$ cat config.mk
export PLATFORM = sky130hd
export DESIGN_NAME = dcms_seq
export DESIGN_NICKNAME = d
export VERILOG_FILES = /design/src/include/dcms_pkg.sv /design/src/include/dcms_cmp_if.sv /design/src/logic/dcms_match.sv /design/src/logic/dcms_seq.sv
export VERILOG_INCLUDE_DIRS = /design/src /design/src/include
export SDC_FILE = /design/constraint.sdc
export NUM_CORES = 1
export LEC_CHECK = 0
export BUFFER_PORTS_ARGS = -buffer_cell sky130_fd_sc_hd__buf_2
export CORE_MARGIN = 1
export CORE_UTILIZATION = 59
export CTS_BUF_LIST = sky130_fd_sc_hd__clkbuf_8 sky130_fd_sc_hd__clkbuf_16
export DETAILED_ROUTE_END_ITERATION = 6
export PLACE_DENSITY = 0.81
export SLEW_MARGIN = 20
export SYNTH_ARGS = -nofsm -noshare
export SYNTH_HDL_FRONTEND = slang
export SYNTH_SLANG_ARGS = --single-unit
$ cat constraint.sdc
create_clock -name aclk -period 3.2 [get_ports aclk]
set_input_delay 0.16 -clock aclk [delete_from_list [all_inputs] [get_ports aclk]]
set_output_delay 0.16 -clock aclk [all_outputs]
set_load 0.03 [all_outputs]
$ cat src/include/dcms_map.svh
`ifndef DCMS_MAP_SVH
`define DCMS_MAP_SVH
// ==========================================
// register byte offsets
`define DCMS_OFF_CTRL 8'h00
`define DCMS_OFF_CMD 8'h04
`define DCMS_OFF_STAT 8'h08
`define DCMS_OFF_SRCA 8'h0C
`define DCMS_OFF_SRCB 8'h10
`define DCMS_OFF_LEN 8'h14
`define DCMS_OFF_MATCH 8'h18
`define DCMS_OFF_COUNT 8'h1C
// ==========================================
// control word fields
`define DCMS_CTRL_W 17
`define DCMS_C_CLS 0
`define DCMS_C_MODE 3
`define DCMS_C_A_IO 5
`define DCMS_C_B_IO 6
`define DCMS_C_A_SRC 7
`define DCMS_C_A_STEP 8
`define DCMS_C_B_STEP 10
`define DCMS_C_FRDY 12
`define DCMS_C_STOPM 13
`define DCMS_C_IE_RDY 14
`define DCMS_C_IE_MAT 15
`define DCMS_C_IE_EOB 16
// ==========================================
// command and status bits
`define DCMS_K_EN 0
`define DCMS_K_DIS 1
`define DCMS_K_CLR 2
`define DCMS_S_EOB 0
`define DCMS_S_MAT 1
`define DCMS_S_PEND 2
`define DCMS_S_ERR 3
`define DCMS_S_RDY 4
`define DCMS_S_MAST 5
`define DCMS_S_RUN 6
// ==========================================
// reset values and timing
`define DCMS_CTRL_RST 17'h00000
`define DCMS_WORD_RST 16'h0000
`define DCMS_BUS_CYC 4
`define DCMS_RESP_OK 2'h0
`define DCMS_RESP_ERR 2'h2
`endif

$ cat src/include/dcms_pkg.sv
`default_nettype none
package dcms_pkg;
    typedef enum logic [3:0] {
        ST_IDLE = 4'h0, ST_POLL = 4'h1, ST_REQ = 4'h2, ST_CHK = 4'h3,
        ST_SSRC = 4'h4, ST_RD = 4'h5, ST_SDST = 4'h6, ST_WR = 4'h7,
        ST_SIM = 4'h8, ST_FIN = 4'h9, ST_REL = 4'hA
    } dcms_state_t;
    typedef enum logic [2:0] {
        CL_SEQ = 3'h0, CL_SIM = 3'h1, CL_SRCH = 3'h2, CL_SEQ_S = 3'h3, CL_SIM_S = 3'h4
    } dcms_class_t;
    typedef enum logic [1:0] {
        MD_BYTE = 2'h0, MD_BURST = 2'h1, MD_CONT = 2'h2
    } dcms_mode_t;
    typedef logic [7:0] dcms_addr_t;
endpackage
`default_nettype wire

$ cat src/include/dcms_cmp_if.sv
`default_nettype none
interface dcms_cmp_if;
    logic [7:0] data;
    logic [7:0] match;
    logic [7:0] mask;
    logic hit;
    modport seq (output data, output match, output mask, input hit);
    modport cmp (input data, input match, input mask, output hit);
endinterface
`default_nettype wire

$ cat src/logic/dcms_match.sv
`default_nettype none
// ==========================================
// masked byte compare; a mask bit of one leaves that bit out
module dcms_match (
    dcms_cmp_if.cmp c
);
    always_comb begin
        c.hit = ((c.data ^ c.match) & ~c.mask) == 8'h00;
    end
endmodule
`default_nettype wire

$ cat src/logic/dcms_seq.sv
// Design decisions made here: the register addresses and the AXI4-Lite slave port.
`include "dcms_map.svh"
`default_nettype none
// What this block does
// sequential: read, latch, then drive write
// simultaneous: one cycle, source to destination
// search: compare masked byte to match
// combined classes transfer and compare together
// single-cycle only between memory and I/O
// device drives address, data, control as master
// forced ready replaces external ready
// step source, read, step destination, write
// no match counts on; match sets flag
// byte once read always completes
// start on enable, request only when ready
// host acknowledges and releases bus
// count equals length sets end flag, stops
// byte mode releases bus after each byte
// host gets a cycle between tenures
// burst runs back to back until stop
// burst releases on not ready, re-requests
// continuous holds bus while ready inactive
// length programmed one less than count
// registers reachable only while not master
// pending set after release or before request
// request drop and driver release together
module dcms_seq #(
    parameter int ADDR_W = 16,
    parameter int CYC_LEN = `DCMS_BUS_CYC
) (
    input wire logic aclk,
    input wire logic aresetn,
    input wire dcms_pkg::dcms_addr_t s_axi_awaddr,
    input wire logic s_axi_awvalid,
    output logic s_axi_awready,
    input wire logic [31:0] s_axi_wdata,
    input wire logic [3:0] s_axi_wstrb,
    input wire logic s_axi_wvalid,
    output logic s_axi_wready,
    output logic [1:0] s_axi_bresp,
    output logic s_axi_bvalid,
    input wire logic s_axi_bready,
    input wire dcms_pkg::dcms_addr_t s_axi_araddr,
    input wire logic s_axi_arvalid,
    output logic s_axi_arready,
    output logic [31:0] s_axi_rdata,
    output logic [1:0] s_axi_rresp,
    output logic s_axi_rvalid,
    input wire logic s_axi_rready,
    output logic bus_req_o,
    input wire logic bus_ack_i,
    input wire logic rdy_i,
    output logic [ADDR_W-1:0] addr_o,
    output logic ctl_oe_o,
    output logic mem_sel_o,
    output logic io_sel_o,
    output logic rd_o,
    output logic wr_o,
    input wire logic [7:0] data_i,
    output logic [7:0] data_o,
    output logic data_oe_o
);
    import dcms_pkg::*;
    localparam int CW = $clog2(CYC_LEN);
    localparam logic [CW-1:0] CYC_LAST = CW'(CYC_LEN - 1);

    if (ADDR_W < 8 || ADDR_W > 16 || CYC_LEN < 3 || CYC_LEN > 16) begin : g_bad_param
        $error("dcms_seq: unsupported parameter values");
    end

    // ==========================================
    // pin synchronisers
    logic ack_m, ack_s, rdy_m, rdy_s;
    logic [7:0] din_m, din_s;
    always_ff @(posedge aclk) begin
        if (!aresetn) begin
            {ack_m, ack_s, rdy_m, rdy_s} <= 4'h0;
            din_m <= 8'h00;
            din_s <= 8'h00;
        end else begin
            {ack_m, ack_s, rdy_m, rdy_s} <= {bus_ack_i, ack_m, rdy_i, rdy_m};
            din_m <= data_i;
            din_s <= din_m;
        end
    end

    // ==========================================
    // register slave state
    logic [`DCMS_CTRL_W-1:0] ctrl_r, ctrl_nxt;
    logic [15:0] sa_r, sa_nxt, sb_r, sb_nxt, len_r, len_nxt, mm_r, mm_nxt;
    logic aw_r, aw_nxt, w_r, w_nxt, awrdy_nxt, wrdy_nxt, arrdy_nxt;
    dcms_addr_t awa_r, awa_nxt;
    logic [31:0] wd_r, wd_nxt, rdata_nxt, wm;
    logic [3:0] ws_r, ws_nxt;
    logic bv_nxt, rv_nxt;
    logic [1:0] bresp_nxt, rresp_nxt;
    logic en_r, en_nxt, dis_r, dis_nxt, clr_r, clr_nxt;

    // sequencer state
    dcms_state_t st_r, st_nxt;
    logic [CW-1:0] cnt_r, cnt_nxt;
    logic [15:0] ca_r, ca_nxt, cb_r, cb_nxt, bc_r, bc_nxt;
    logic [7:0] buf_r, buf_nxt, dout_nxt;
    logic run_r, run_nxt, eob_r, eob_nxt, mat_r, mat_nxt;
    logic pend_r, pend_nxt, err_r, err_nxt;
    logic req_nxt, coe_nxt, doe_nxt, rd_nxt, wr_nxt, msel_nxt, isel_nxt;
    logic [ADDR_W-1:0] addr_nxt;

    dcms_class_t cls;
    dcms_mode_t mode;
    logic a_src, src_io, dst_io, is_sim, srch, no_wr, rdy_eff, on_bus, eob_hit, hit;
    logic [15:0] src_a, dst_a, mem_a;
    dcms_cmp_if cmp_bus ();

    assign cls = dcms_class_t'(ctrl_r[`DCMS_C_CLS +: 3]);
    assign mode = dcms_mode_t'(ctrl_r[`DCMS_C_MODE +: 2]);
    assign a_src = ctrl_r[`DCMS_C_A_SRC];
    assign src_io = a_src ? ctrl_r[`DCMS_C_A_IO] : ctrl_r[`DCMS_C_B_IO];
    assign dst_io = a_src ? ctrl_r[`DCMS_C_B_IO] : ctrl_r[`DCMS_C_A_IO];
    assign is_sim = cls == CL_SIM || cls == CL_SIM_S;
    assign srch = cls == CL_SRCH || cls == CL_SEQ_S || cls == CL_SIM_S;
    assign no_wr = cls == CL_SRCH;
    // forced ready lets memory-to-memory run without a ready pin
    assign rdy_eff = ctrl_r[`DCMS_C_FRDY] | rdy_s;
    assign on_bus = st_r != ST_IDLE && st_r != ST_POLL;
    assign eob_hit = bc_r == len_r;
    assign cmp_bus.data = buf_r;
    assign cmp_bus.match = mm_r[7:0];
    assign cmp_bus.mask = mm_r[15:8];
    assign hit = cmp_bus.hit;

    dcms_match u_match (
        .c(cmp_bus.cmp)
    );

    function automatic logic [15:0] step(input logic [15:0] a, input logic [1:0] s);
        step = s == 2'h1 ? a + 16'h0001 : (s == 2'h2 ? a - 16'h0001 : a);
    endfunction

    // ==========================================
    // register slave; parked while the device holds the bus
    always_comb begin
        ctrl_nxt = ctrl_r;
        sa_nxt = sa_r;
        sb_nxt = sb_r;
        len_nxt = len_r;
        mm_nxt = mm_r;
        aw_nxt = aw_r | (s_axi_awvalid & s_axi_awready);
        w_nxt = w_r | (s_axi_wvalid & s_axi_wready);
        awa_nxt = (s_axi_awvalid & s_axi_awready) ? s_axi_awaddr : awa_r;
        wd_nxt = (s_axi_wvalid & s_axi_wready) ? s_axi_wdata : wd_r;
        ws_nxt = (s_axi_wvalid & s_axi_wready) ? s_axi_wstrb : ws_r;
        bv_nxt = s_axi_bvalid & ~s_axi_bready;
        bresp_nxt = s_axi_bresp;
        rv_nxt = s_axi_rvalid & ~s_axi_rready;
        rresp_nxt = s_axi_rresp;
        rdata_nxt = s_axi_rdata;
        {en_nxt, dis_nxt, clr_nxt} = 3'h0;
        wm = {{8{ws_r[3]}}, {8{ws_r[2]}}, {8{ws_r[1]}}, {8{ws_r[0]}}};
        if (aw_r && w_r && !s_axi_bvalid) begin
            aw_nxt = 1'b0;
            w_nxt = 1'b0;
            bv_nxt = 1'b1;
            bresp_nxt = `DCMS_RESP_OK;
            case ({awa_r[7:2], 2'b00})
                `DCMS_OFF_CTRL: ctrl_nxt = (ctrl_r & ~wm[16:0]) | (wd_r[16:0] & wm[16:0]);
                `DCMS_OFF_CMD: begin
                    en_nxt = ws_r[0] & wd_r[`DCMS_K_EN];
                    dis_nxt = ws_r[0] & wd_r[`DCMS_K_DIS];
                    clr_nxt = ws_r[0] & wd_r[`DCMS_K_CLR];
                end
                `DCMS_OFF_SRCA: sa_nxt = (sa_r & ~wm[15:0]) | (wd_r[15:0] & wm[15:0]);
                `DCMS_OFF_SRCB: sb_nxt = (sb_r & ~wm[15:0]) | (wd_r[15:0] & wm[15:0]);
                `DCMS_OFF_LEN: len_nxt = (len_r & ~wm[15:0]) | (wd_r[15:0] & wm[15:0]);
                `DCMS_OFF_MATCH: mm_nxt = (mm_r & ~wm[15:0]) | (wd_r[15:0] & wm[15:0]);
                `DCMS_OFF_STAT, `DCMS_OFF_COUNT: bresp_nxt = `DCMS_RESP_OK;
                default: bresp_nxt = `DCMS_RESP_ERR;
            endcase
        end
        if (s_axi_arvalid && s_axi_arready) begin
            rv_nxt = 1'b1;
            rresp_nxt = `DCMS_RESP_OK;
            case ({s_axi_araddr[7:2], 2'b00})
                `DCMS_OFF_CTRL: rdata_nxt = {15'h0000, ctrl_r};
                `DCMS_OFF_CMD: rdata_nxt = 32'h00000000;
                `DCMS_OFF_STAT: rdata_nxt = {25'h0000000, run_r, bus_req_o, rdy_eff,
                    err_r, pend_r, mat_r, eob_r};
                `DCMS_OFF_SRCA: rdata_nxt = {16'h0000, sa_r};
                `DCMS_OFF_SRCB: rdata_nxt = {16'h0000, sb_r};
                `DCMS_OFF_LEN: rdata_nxt = {16'h0000, len_r};
                `DCMS_OFF_MATCH: rdata_nxt = {16'h0000, mm_r};
                `DCMS_OFF_COUNT: rdata_nxt = {16'h0000, bc_r};
                default: begin
                    rdata_nxt = 32'h00000000;
                    rresp_nxt = `DCMS_RESP_ERR;
                end
            endcase
        end
        // looking at next state closes the window before the request rises
        awrdy_nxt = !aw_nxt && (st_nxt == ST_IDLE || st_nxt == ST_POLL);
        wrdy_nxt = !w_nxt && (st_nxt == ST_IDLE || st_nxt == ST_POLL);
        arrdy_nxt = !rv_nxt && (st_nxt == ST_IDLE || st_nxt == ST_POLL);
    end

    always_ff @(posedge aclk) begin
        if (!aresetn) begin
            ctrl_r <= `DCMS_CTRL_RST;
            {sa_r, sb_r, len_r, mm_r} <= {4{`DCMS_WORD_RST}};
            {aw_r, w_r, en_r, dis_r, clr_r} <= 5'h00;
            {s_axi_awready, s_axi_wready, s_axi_arready} <= 3'h0;
            {s_axi_bvalid, s_axi_rvalid} <= 2'h0;
            {s_axi_bresp, s_axi_rresp} <= 4'h0;
            awa_r <= 8'h00;
            wd_r <= 32'h00000000;
            ws_r <= 4'h0;
            s_axi_rdata <= 32'h00000000;
        end else begin
            ctrl_r <= ctrl_nxt;
            {sa_r, sb_r, len_r, mm_r} <= {sa_nxt, sb_nxt, len_nxt, mm_nxt};
            {aw_r, w_r, en_r, dis_r, clr_r} <= {aw_nxt, w_nxt, en_nxt, dis_nxt, clr_nxt};
            {s_axi_awready, s_axi_wready, s_axi_arready} <= {awrdy_nxt, wrdy_nxt, arrdy_nxt};
            {s_axi_bvalid, s_axi_rvalid} <= {bv_nxt, rv_nxt};
            {s_axi_bresp, s_axi_rresp} <= {bresp_nxt, rresp_nxt};
            awa_r <= awa_nxt;
            wd_r <= wd_nxt;
            ws_r <= ws_nxt;
            s_axi_rdata <= rdata_nxt;
        end
    end

    // ==========================================
    // byte sequencer and bus pins
    always_comb begin
        st_nxt = st_r;
        cnt_nxt = cnt_r;
        {ca_nxt, cb_nxt, bc_nxt, buf_nxt, run_nxt} = {ca_r, cb_r, bc_r, buf_r, run_r};
        // a flag raised in the cycle software clears it survives
        eob_nxt = eob_r & ~clr_r;
        mat_nxt = mat_r & ~clr_r;
        pend_nxt = pend_r & ~clr_r;
        err_nxt = err_r & ~clr_r;
        case (st_r)
            ST_IDLE: if (en_r) begin
                if (is_sim && src_io == dst_io) begin
                    err_nxt = 1'b1;
                end else begin
                    {ca_nxt, cb_nxt, bc_nxt, run_nxt} = {sa_r, sb_r, 16'h0000, 1'b1};
                    st_nxt = ST_POLL;
                end
            end
            ST_POLL: if (dis_r) begin
                run_nxt = 1'b0;
                st_nxt = ST_IDLE;
            end else if (rdy_eff && !ack_s) begin
                pend_nxt = pend_nxt | ctrl_r[`DCMS_C_IE_RDY];
                st_nxt = ST_REQ;
            end
            ST_REQ: if (ack_s) st_nxt = ST_CHK;
            ST_CHK: if (rdy_eff) st_nxt = ST_SSRC;
                else if (mode != MD_CONT) st_nxt = ST_REL;
                // continuous mode idles here still holding the bus
            ST_SSRC: begin
                if (a_src) ca_nxt = step(ca_r, ctrl_r[`DCMS_C_A_STEP +: 2]);
                else cb_nxt = step(cb_r, ctrl_r[`DCMS_C_B_STEP +: 2]);
                st_nxt = is_sim ? ST_SDST : ST_RD;
                cnt_nxt = '0;
            end
            ST_RD, ST_WR, ST_SIM: begin
                cnt_nxt = cnt_r + CW'(1);
                if (cnt_r == CYC_LAST) begin
                    cnt_nxt = '0;
                    if (st_r != ST_WR) buf_nxt = din_s;
                    st_nxt = (st_r == ST_RD && !no_wr) ? ST_SDST : ST_FIN;
                end
            end
            ST_SDST: begin
                if (a_src) cb_nxt = step(cb_r, ctrl_r[`DCMS_C_B_STEP +: 2]);
                else ca_nxt = step(ca_r, ctrl_r[`DCMS_C_A_STEP +: 2]);
                st_nxt = is_sim ? ST_SIM : ST_WR;
                cnt_nxt = '0;
            end
            ST_FIN: begin
                bc_nxt = bc_r + 16'h0001;
                if (srch && hit) mat_nxt = 1'b1;
                if (eob_hit) eob_nxt = 1'b1;
                if (eob_hit || (srch && hit && ctrl_r[`DCMS_C_STOPM])) begin
                    run_nxt = 1'b0;
                    st_nxt = ST_REL;
                end else if (mode == MD_BYTE) st_nxt = ST_REL;
                else st_nxt = ST_CHK;
            end
            ST_REL: if (!ack_s) begin
                st_nxt = run_r ? ST_POLL : ST_IDLE;
                if (!run_r && ((eob_r && ctrl_r[`DCMS_C_IE_EOB])
                        || (mat_r && ctrl_r[`DCMS_C_IE_MAT]))) pend_nxt = 1'b1;
            end
            default: st_nxt = ST_IDLE;
        endcase
        src_a = a_src ? ca_nxt : cb_nxt;
        dst_a = a_src ? cb_nxt : ca_nxt;
        mem_a = src_io ? dst_a : src_a;
        // request held for the whole tenure, drivers enabled once granted and dropped with it
        req_nxt = st_nxt != ST_IDLE && st_nxt != ST_POLL && st_nxt != ST_REL
            && st_r != ST_POLL;
        coe_nxt = req_nxt && st_nxt != ST_REQ;
        rd_nxt = st_nxt == ST_RD || st_nxt == ST_SIM;
        wr_nxt = st_nxt == ST_WR || st_nxt == ST_SIM;
        doe_nxt = st_nxt == ST_WR;
        dout_nxt = buf_nxt;
        addr_nxt = addr_o;
        msel_nxt = 1'b0;
        isel_nxt = 1'b0;
        case (st_nxt)
            ST_RD: {addr_nxt, msel_nxt, isel_nxt} = {src_a[ADDR_W-1:0], !src_io, src_io};
            ST_WR: {addr_nxt, msel_nxt, isel_nxt} = {dst_a[ADDR_W-1:0], !dst_io, dst_io};
            ST_SIM: {addr_nxt, msel_nxt, isel_nxt} = {mem_a[ADDR_W-1:0], 2'h3};
            default: addr_nxt = addr_o;
        endcase
    end

    always_ff @(posedge aclk) begin
        if (!aresetn) begin
            st_r <= ST_IDLE;
            cnt_r <= '0;
            {ca_r, cb_r, bc_r} <= {3{`DCMS_WORD_RST}};
            buf_r <= 8'h00;
            {run_r, eob_r, mat_r, pend_r, err_r} <= 5'h00;
            {bus_req_o, ctl_oe_o, data_oe_o, rd_o, wr_o, mem_sel_o, io_sel_o} <= 7'h00;
            addr_o <= '0;
            data_o <= 8'h00;
        end else begin
            st_r <= st_nxt;
            cnt_r <= cnt_nxt;
            {ca_r, cb_r, bc_r} <= {ca_nxt, cb_nxt, bc_nxt};
            buf_r <= buf_nxt;
            {run_r, eob_r, mat_r, pend_r, err_r} <= {run_nxt, eob_nxt, mat_nxt, pend_nxt, err_nxt};
            {bus_req_o, ctl_oe_o, data_oe_o, rd_o, wr_o} <=
                {req_nxt, coe_nxt, doe_nxt, rd_nxt, wr_nxt};
            {mem_sel_o, io_sel_o} <= {msel_nxt, isel_nxt};
            addr_o <= addr_nxt;
            data_o <= dout_nxt;
        end
    end
endmodule
`default_nettype wire

==> metrics.txt, run 1 <==
# TYPE chip_impl_metric gauge
chip_impl_metric{name="numPortBuffers",unit=""} 103
chip_impl_info{name="outcome",value="finished, final reports clean"} 1
chip_impl_info{name="final_cell_mix",value="dfxtp_1, nand2_1, nor2_1, a21oi_1, buf_2"} 1
chip_impl_metric{name="syn_avg_cell_area",unit="sq um"} 8.15
chip_impl_metric{name="minimum_setup_slack_in_the_final_design",unit="ns"} 0.194
chip_impl_metric{name="ctsLongestPathBuffers",unit=""} 3
chip_impl_metric{name="syn_inst",unit=""} 1457
chip_impl_metric{name="p_seq_frac",unit=""} 0.467
chip_impl_metric{name="route.detailed.vias_per_inst",unit=""} 6.26
chip_impl_metric{name="cell_area_after_layout",unit="sq um"} 14100
chip_impl_metric{name="setup_total_negative_slack",unit="ns"} 0
chip_impl_metric{name="placed_cell_area",unit="sq um"} 12700
chip_impl_metric{name="final_worst_path_period_share",unit=""} 0.939
chip_impl_metric{name="post-route-util",unit=""} 0.722
chip_impl_metric{name="ir_drop",unit="V"} 0.000638
chip_impl_metric{name="cts_inserted_buffers",unit=""} 26
chip_impl_metric{name="power_frac_clock",unit=""} 0.491
chip_impl_info{name="synth_ff_type",value="dfxtp_1"} 1
chip_impl_metric{name="timing.final.setup_violations",unit=""} 0
chip_impl_metric{name="fp.dieArea",unit="sq um"} 20700
chip_impl_metric{name="p_int",unit="mW"} 5.23
chip_impl_metric{name="critical_path_required",unit="ns"} 3.61
chip_impl_metric{name="gr-usage-all-layers",unit=""} 0.382
chip_impl_metric{name="clkSinkCount",unit=""} 246
chip_impl_metric{name="wl_per_cell",unit="microns"} 20.8
chip_impl_metric{name="worst-path-max-fanout",unit=""} 16
chip_impl_metric{name="layout-drive-gt1-share",unit=""} 0.146
chip_impl_info{name="critPathLaunchType",value="register"} 1
chip_impl_info{name="worst_setup_path_end_kind",value="register"} 1
chip_impl_metric{name="rows",unit=""} 51
chip_impl_metric{name="residual_drc_count",unit=""} 0
chip_impl_metric{name="global_route_wire_length_before_repair",unit="mm"} 60.4
chip_impl_metric{name="ant_cells",unit=""} 0
chip_impl_metric{name="dpl_worst_slack",unit="ns"} -0.00553
chip_impl_metric{name="drtPass1Iterations",unit=""} 6
chip_impl_metric{name="max_freq",unit="MHz"} 333
chip_impl_metric{name="floorplan.initialDensity",unit=""} 0.606
chip_impl_metric{name="max_cap_viol_count",unit=""} 0
chip_impl_metric{name="report.final.slew_viol_count",unit=""} 0
chip_impl_metric{name="route.final.wire_length",unit="mm"} 39.2
chip_impl_metric{name="worst_ep_arrival_time",unit="ns"} 3.41
chip_impl_metric{name="die_y",unit="microns"} 144
chip_impl_metric{name="total_number_of_h_tree_levels",unit=""} 1
chip_impl_info{name="hold_class",value="in -> reg"} 1
chip_impl_metric{name="globalRouteOverflowTotal",unit=""} 0
chip_impl_info{name="rsz0062_at_grt",value="false"} 1
chip_impl_metric{name="num-fill-cells",unit=""} 1495
chip_impl_metric{name="largest_net_degree_at_the_start_of_global_routing",unit=""} 157
chip_impl_metric{name="synthDominantCellAreaShare",unit=""} 0.415
chip_impl_info{name="layout_commonest_cell",value="dfxtp_1"} 1
chip_impl_metric{name="ys_seq_area_frac",unit=""} 0.415
chip_impl_metric{name="slew_at_the_pin_closest_to_its_max_slew_limit",unit="ns"} 0.749
chip_impl_metric{name="synthDistinctLibCells",unit=""} 77
chip_impl_info{name="ctsRootBufferMaster",value="clkbuf_16"} 1
chip_impl_metric{name="finClkSkew",unit="ns"} 0.0263
chip_impl_metric{name="initial_antenna_violation_count",unit=""} 0
chip_impl_metric{name="synthesis.area",unit="sq um"} 11900
chip_impl_info{name="crit_type",value="reg -> reg"} 1
chip_impl_metric{name="cts_setup_buffers",unit=""} 0
chip_impl_metric{name="p_leak",unit="nW"} 5.44
chip_impl_metric{name="drt_iter0_markers",unit=""} 1349
chip_impl_metric{name="grt_pass1_vias",unit=""} 11029
chip_impl_metric{name="finalWorstPathRequiredPeriod",unit="ns"} 3.01
chip_impl_metric{name="ys.warnings.count",unit=""} 0
chip_impl_metric{name="cellPowerDensity",unit="nW/um^2"} 478
chip_impl_metric{name="design.portCount",unit=""} 141
chip_impl_metric{name="number_of_enable_type_register_cells_in_the_synthesized_netlist",unit=""} 0
chip_impl_metric{name="hpwlAfterDp",unit="mm"} 26.3
chip_impl_metric{name="netSwitchingFraction",unit=""} 0.227
chip_impl_metric{name="power.combinational.fraction",unit=""} 0.042
chip_impl_metric{name="yosys_register_bits",unit=""} 246
chip_impl_metric{name="postRouteAntennaNets",unit=""} 0
chip_impl_metric{name="route.vias.total",unit=""} 11774
chip_impl_metric{name="synthToLayoutAreaGrowth",unit="%"} 19.2
chip_impl_info{name="post_synth_main_area_contributors",value="dfxtp_1, nand2_1, a21oi_1"} 1
chip_impl_metric{name="clkLatencyLatePin",unit="ns"} 0.55
chip_impl_metric{name="slew_headroom",unit=""} 0.501
chip_impl_info{name="synth.largest_area_cell",value="dfxtp_1"} 1
chip_impl_metric{name="worst_setup_hold_path_clk_slew",unit="ns"} 0.07
chip_impl_metric{name="core-area",unit="sq um"} 19600
chip_impl_metric{name="gp_routability_congestion",unit=""} 0.996
chip_impl_metric{name="num-nets-final",unit=""} 1671
chip_impl_metric{name="asyncSetResetFlopFracSynth",unit=""} 0
chip_impl_info{name="cts_tree",value="done"} 1
chip_impl_metric{name="total_net_switching_power",unit="mW"} 1.53
chip_impl_metric{name="report.final.hold_viol_count",unit=""} 0
chip_impl_metric{name="dieWidth",unit="microns"} 144
final timing paths:
kind,start,endpoint,slack [ns],cells past startpoint
setup reg to reg,st_r[0],addr_o[14],0.19,9
setup / recovery,st_r[0],addr_o[14],0.19,9
hold reg to reg,din_m[4],din_s[4],0.43,1
hold / removal,aresetn,ca_r[11],0.09,2
per-layer routing:
layer  GRT usage  routed length (microns)  vias to the layer above
met5           0                        0                        -
met3      0.0696                     3790                      148
met4       0.209                     2270                        0
met1       0.486                    15400                     5545
met2       0.610                    17800                      649
li1            -                        -                     5432
through the flow:
step | hold WS (ns) | total power, mW | cells
floorplan | 0.287 | 3.37 | 1473
global route | 0.0853 | 6.92 | 1881
finish | 0.0890 | 6.77 | 1881
detailed placement | 0.369 | 3.45 | 1786
CTS | 0.0736 | 6.75 | 1881
global placement | 0.368 | 3.44 | 1786
final cells by class:
type	count	area, sq um	area share
clock inverter	16	224	0.0158
sequential	246	4920	0.348
clock buffer	32	733	0.0518
timing repair buffer	202	1410	0.0999
tap	265	332	0.0234
multi-input combinational	1099	6440	0.455
inverter	21	81.3	0.00575
cell usage after synthesis, types with 15 or more instances:
master,number
nor2b_1,15
and2_1,33
buf_4,19
o21ai_0,29
clkbuf_1,70
a22oi_1,18
o211ai_1,21
a21oi_1,141
xnor2_1,29
nand2_1,215
dfxtp_1,246
nor3_1,27
and3_1,15
nor4_1,16
inv_1,21
mux2i_1,67
nor2_1,155
nand3_1,57
nand4_1,23
worst max-delay path, stage by stage (launching register included):
cell,delay [ns]
dfxtp_1,0.46
buf_4,0.24
nor4b_1,0.07
buf_4,0.17
a31oi_1,0.18
a31oi_1,0.17
or3_4,0.40
or3_1,0.49
and2_4,0.28
o41a_1,0.42
cells by family (layout without fill, tap and decap cells):
kind of cell | after synthesis | in the layout | synth area share
other cells | 1 | 17 | 0.000316
fa+ha+maj | 6 | 6 | 0.00632
flops | 246 | 246 | 0.415
mux | 71 | 71 | 0.0603
buf+inv | 128 | 271 | 0.0499
simple gates | 631 | 631 | 0.256
compound gates | 332 | 332 | 0.181
xor+xnor | 42 | 42 | 0.0310
power by group through the flow:
stage / logic (mW) / registers [mW] / clock network (mW)
global placement: 0.224 / 3.22 / 0
floorplan: 0.160 / 3.21 / 0
finish: 0.285 / 3.16 / 3.33
global route: 0.305 / 3.16 / 3.46
CTS: 0.271 / 3.15 / 3.33
detailed placement: 0.227 / 3.22 / 0
repair_timing:
action                                  in CTS  in global routing
gates resized for setup                      1                  4
hold buffers                                47                  0
endpoints found under the setup margin       1                 13
endpoints found under the hold margin       41                  0
Power figures use the tool's default switching activity.
==> run 2, diff against run 1 <==
--- a/config.mk
+++ b/config.mk
@@ -17,2 +17,3 @@
 export SYNTH_HDL_FRONTEND = slang
+export SYNTH_HIERARCHICAL = 1
 export SYNTH_SLANG_ARGS = --single-unit
==> constraint.sdc (replaced) <==
create_clock -name aclk -period 3.2 [get_ports aclk]
set_input_delay 0.32 -clock aclk [delete_from_list [all_inputs] [get_ports aclk]]
set_output_delay 0.32 -clock aclk [all_outputs]
set_load 0.03 [all_outputs]
==> metrics.txt, run 2 <==
# TYPE chip_impl_metric gauge
chip_impl_info{name="outcome",value="finished, final reports clean"} 1
chip_impl_info{name="reg2reg_to",value="addr_o[13]"} 1
chip_impl_info{name="path_delay_family",value="compound AO/OA/AOI/OAI gates"} 1
chip_impl_info{name="critPathLaunchType",value="register"} 1
chip_impl_metric{name="worst_setup_hold_path_clk_slew",unit="ns"} 0.06
chip_impl_metric{name="drt_iter0_markers",unit=""} 1257
chip_impl_metric{name="slew_at_the_pin_closest_to_its_max_slew_limit",unit="ns"} 0.840
chip_impl_metric{name="min_path_cells",unit=""} 3
chip_impl_metric{name="synthDistinctLibCells",unit=""} 85
chip_impl_metric{name="max_cap_viol_count",unit=""} 0
chip_impl_info{name="synth_ff_type",value="dfxtp_1"} 1
chip_impl_metric{name="crit_buf_inv",unit=""} 1
chip_impl_info{name="ctsRootBufferMaster",value="clkbuf_16"} 1
chip_impl_info{name="worst_setup_path_end_kind",value="register"} 1
chip_impl_metric{name="slew_headroom",unit=""} 0.438
chip_impl_metric{name="route.final.wire_length",unit="mm"} 36.4
chip_impl_metric{name="route.vias.total",unit=""} 11151
chip_impl_metric{name="core-area",unit="sq um"} 19500
chip_impl_metric{name="synthDominantCellAreaShare",unit=""} 0.417
chip_impl_info{name="crit_chain",value="ha_1 > nand2b_1 > o21ai_0 > o2111ai_4 > o21a_2 > a22o_1 > buf_4 > or3_1 > a32o_1"} 1
chip_impl_metric{name="report.final.slew_viol_count",unit=""} 0
chip_impl_info{name="post-synth-top-count-cell",value="dfxtp_1"} 1
chip_impl_metric{name="fp.dieArea",unit="sq um"} 20600
chip_impl_metric{name="numPortBuffers",unit=""} 103
chip_impl_metric{name="cts.repair.resized",unit=""} 0
chip_impl_metric{name="worst_ep_arrival_time",unit="ns"} 3.44
chip_impl_metric{name="netSwitchingFraction",unit=""} 0.230
chip_impl_metric{name="ir_drop",unit="V"} 0.000576
chip_impl_metric{name="r2r.worst_path.cells",unit=""} 9
chip_impl_metric{name="p_seq_frac",unit=""} 0.492
chip_impl_metric{name="clkSinkCount",unit=""} 246
chip_impl_metric{name="critical_path_required",unit="ns"} 3.64
chip_impl_metric{name="die_y",unit="microns"} 144
chip_impl_info{name="hold_class",value="in -> reg"} 1
chip_impl_metric{name="ff_latch_area",unit="sq um"} 4920
chip_impl_metric{name="worst-path-max-fanout",unit=""} 17
chip_impl_metric{name="timing.final.setup_violations",unit=""} 0
chip_impl_metric{name="ys.warnings.count",unit=""} 6
chip_impl_metric{name="post-route-util",unit=""} 0.699
chip_impl_metric{name="max_freq",unit="MHz"} 333
chip_impl_info{name="post_synth_main_area_contributors",value="dfxtp_1, mux2i_1, nor2_1"} 1
chip_impl_info{name="synth.largest_area_cell",value="dfxtp_1"} 1
chip_impl_metric{name="post_cts_hold_buffer_count",unit=""} 10
chip_impl_metric{name="cts_setup_buffers",unit=""} 0
chip_impl_metric{name="report.final.hold_viol_count",unit=""} 0
chip_impl_metric{name="synthesis.area",unit="sq um"} 11800
chip_impl_metric{name="grt_pass1_vias",unit=""} 10311
chip_impl_metric{name="drtPass1Iterations",unit=""} 6
chip_impl_metric{name="clkLatencyLatePin",unit="ns"} 0.54
chip_impl_metric{name="crit_path_max_incr_delay",unit="ns"} 0.37
chip_impl_metric{name="synthToLayoutAreaGrowth",unit="%"} 15.5
chip_impl_metric{name="ys_seq_area_frac",unit=""} 0.417
chip_impl_info{name="rsz0062_at_grt",value="false"} 1
chip_impl_metric{name="ctsLongestPathBuffers",unit=""} 3
chip_impl_metric{name="hpwlAfterDp",unit="mm"} 25.6
chip_impl_metric{name="floorplan.initialDensity",unit=""} 0.605
chip_impl_metric{name="route.detailed.vias_per_inst",unit=""} 6.32
chip_impl_info{name="regToRegStartpoint",value="cnt_r[0]"} 1
chip_impl_metric{name="setup_total_negative_slack",unit="ns"} 0
chip_impl_metric{name="final_worst_path_period_share",unit=""} 0.939
chip_impl_metric{name="number_of_enable_type_register_cells_in_the_synthesized_netlist",unit=""} 0
chip_impl_metric{name="power_frac_clock",unit=""} 0.461
chip_impl_info{name="cp-startpoint",value="cnt_r[0]"} 1
chip_impl_metric{name="finalWorstPathRequiredPeriod",unit="ns"} 3.00
chip_impl_metric{name="syn_avg_cell_area",unit="sq um"} 8.60
chip_impl_metric{name="finClkSkew",unit="ns"} 0.0158
chip_impl_metric{name="initial_antenna_violation_count",unit=""} 0
chip_impl_metric{name="power.combinational.fraction",unit=""} 0.048
chip_impl_info{name="worst_hold_path.endpoint",value="wd_r[3]"} 1
chip_impl_metric{name="ant_cells",unit=""} 0
chip_impl_metric{name="layout-drive-gt1-share",unit=""} 0.145
chip_impl_metric{name="regToRegSetupSlack",unit="ns"} 0.20
chip_impl_info{name="cts_tree",value="done"} 1
chip_impl_metric{name="globalRouteOverflowTotal",unit=""} 0
chip_impl_info{name="library_cell_contributing_the_largest_single_delay_on_the_critical_path",value="or3_1"} 1
chip_impl_metric{name="p_int",unit="mW"} 4.97
chip_impl_metric{name="gp_routability_congestion",unit=""} 0.971
chip_impl_metric{name="yosys_register_bits",unit=""} 246
chip_impl_metric{name="postRouteAntennaNets",unit=""} 0
chip_impl_metric{name="asyncSetResetFlopFracSynth",unit=""} 0
chip_impl_metric{name="residual_drc_count",unit=""} 0
chip_impl_info{name="yosys-top-cells-count",value="dfxtp_1, nor2_1, nand2_1"} 1
chip_impl_metric{name="syn_inst",unit=""} 1374
chip_impl_metric{name="area_of_the_multi_input_gates",unit="sq um"} 6470
chip_impl_metric{name="gr-usage-all-layers",unit=""} 0.354
chip_impl_metric{name="global_route_wire_length_before_repair",unit="mm"} 55.7
chip_impl_info{name="final_cell_mix",value="dfxtp_1, nor2_1, nand2_1, mux2i_1, buf_2"} 1
chip_impl_metric{name="cellPowerDensity",unit="nW/um^2"} 473
chip_impl_metric{name="total_number_of_h_tree_levels",unit=""} 1
chip_impl_metric{name="num-nets-final",unit=""} 1559
chip_impl_info{name="min-delay-start",value="s_axi_wdata[3]"} 1
chip_impl_metric{name="dieWidth",unit="microns"} 144
chip_impl_metric{name="rows",unit=""} 51
chip_impl_info{name="layout_commonest_cell",value="dfxtp_1"} 1
chip_impl_metric{name="design.portCount",unit=""} 141
chip_impl_metric{name="p_leak",unit="nW"} 5.25
chip_impl_metric{name="num-fill-cells",unit=""} 1536
chip_impl_metric{name="largest_net_degree_at_the_start_of_global_routing",unit=""} 154
chip_impl_info{name="crit_type",value="reg -> reg"} 1
chip_impl_metric{name="cts_inserted_buffers",unit=""} 26
chip_impl_metric{name="total_net_switching_power",unit="mW"} 1.49
chip_impl_metric{name="wl_per_cell",unit="microns"} 20.6
==> run 2: cell types whose count changed after synthesis, moves of 17 or more <==
cell | before | now
nand2_1 | 215 | 118
a21oi_1 | 141 | 75
nor2_1 | 155 | 198
mux2i_1 | 67 | 104
nand3_1 | 57 | 34
o21ai_0 | 29 | 50
a22oi_1 | 18 | 35
==> run 2: power by group through the flow <==
| stage | combinational (mW) | clock, mW | sequential (mW) |
|---|---|---|---|
| floorplan | 0.198 | 0 | 3.22 |
| global placement | 0.286 | 0 | 3.23 |
| detailed placement | 0.292 | 0 | 3.23 |
| CTS | 0.304 | 3.00 | 3.17 |
| global route | 0.332 | 3.13 | 3.17 |
| finish | 0.307 | 2.97 | 3.17 |
==> run 2: kinds of logic after synthesis <==
kind of cell / share of synthesized area
simple gates: 0.232
compound gates: 0.176
flops: 0.417
buf+inv: 0.0433
mux: 0.0909
xor+xnor: 0.0347
fa+ha+maj: 0.00635
other cells: 0.000317
==> run 2: metrics by stage <==
step / hold slack (ns) / cells / worst slack, ns / area [sq um] / power [mW]
6_report: 0.0136 / 1764 / 0.195 / 13700 / 6.45
3_3_place_gp: 0.413 / 1711 / 0.291 / 12700 / 3.52
5_1_grt: 0.0106 / 1764 / 0.0343 / 13700 / 6.63
3_5_place_dp: 0.424 / 1711 / 0.221 / 12700 / 3.53
4_1_cts: 0.00187 / 1764 / 0.212 / 13700 / 6.47
2_1_floorplan: 0.412 / 1390 / 0.615 / 11900 / 3.42
==> run 2: worst max-delay path by stage <==
stage | end | slack (ns) | cells past startpoint
after floorplan | addr_o[11] | 0.62 | 10
after global placement | addr_o[15] | 0.29 | 10
after detailed placement | addr_o[2] | 0.22 | 9
after CTS | addr_o[13] | 0.21 | 9
after global routing | addr_o[11] | 0.03 | 9
final | addr_o[13] | 0.20 | 9
==> run 2: final cells by class <==
class / count / area share
Tap cell: 265 / 0.0243
Clock inverter: 15 / 0.0125
Clock buffer: 28 / 0.0497
Timing Repair Buffer: 163 / 0.0744
Multi-Input combinational cell: 1031 / 0.474
Sequential cell: 246 / 0.361
Inverter: 16 / 0.00458
==> run 2: per-layer routing <==
layer,GRT usage,wire [microns]
met1,0.463,14800
met2,0.564,16300
met3,0.0673,3450
met4,0.164,1800
met5,0,0
==> run 2: worst min-delay path, stage by stage <==
cell	delay (ns)
buf_2	0.10
nand2_1	0.04
a21oi_1	0.05
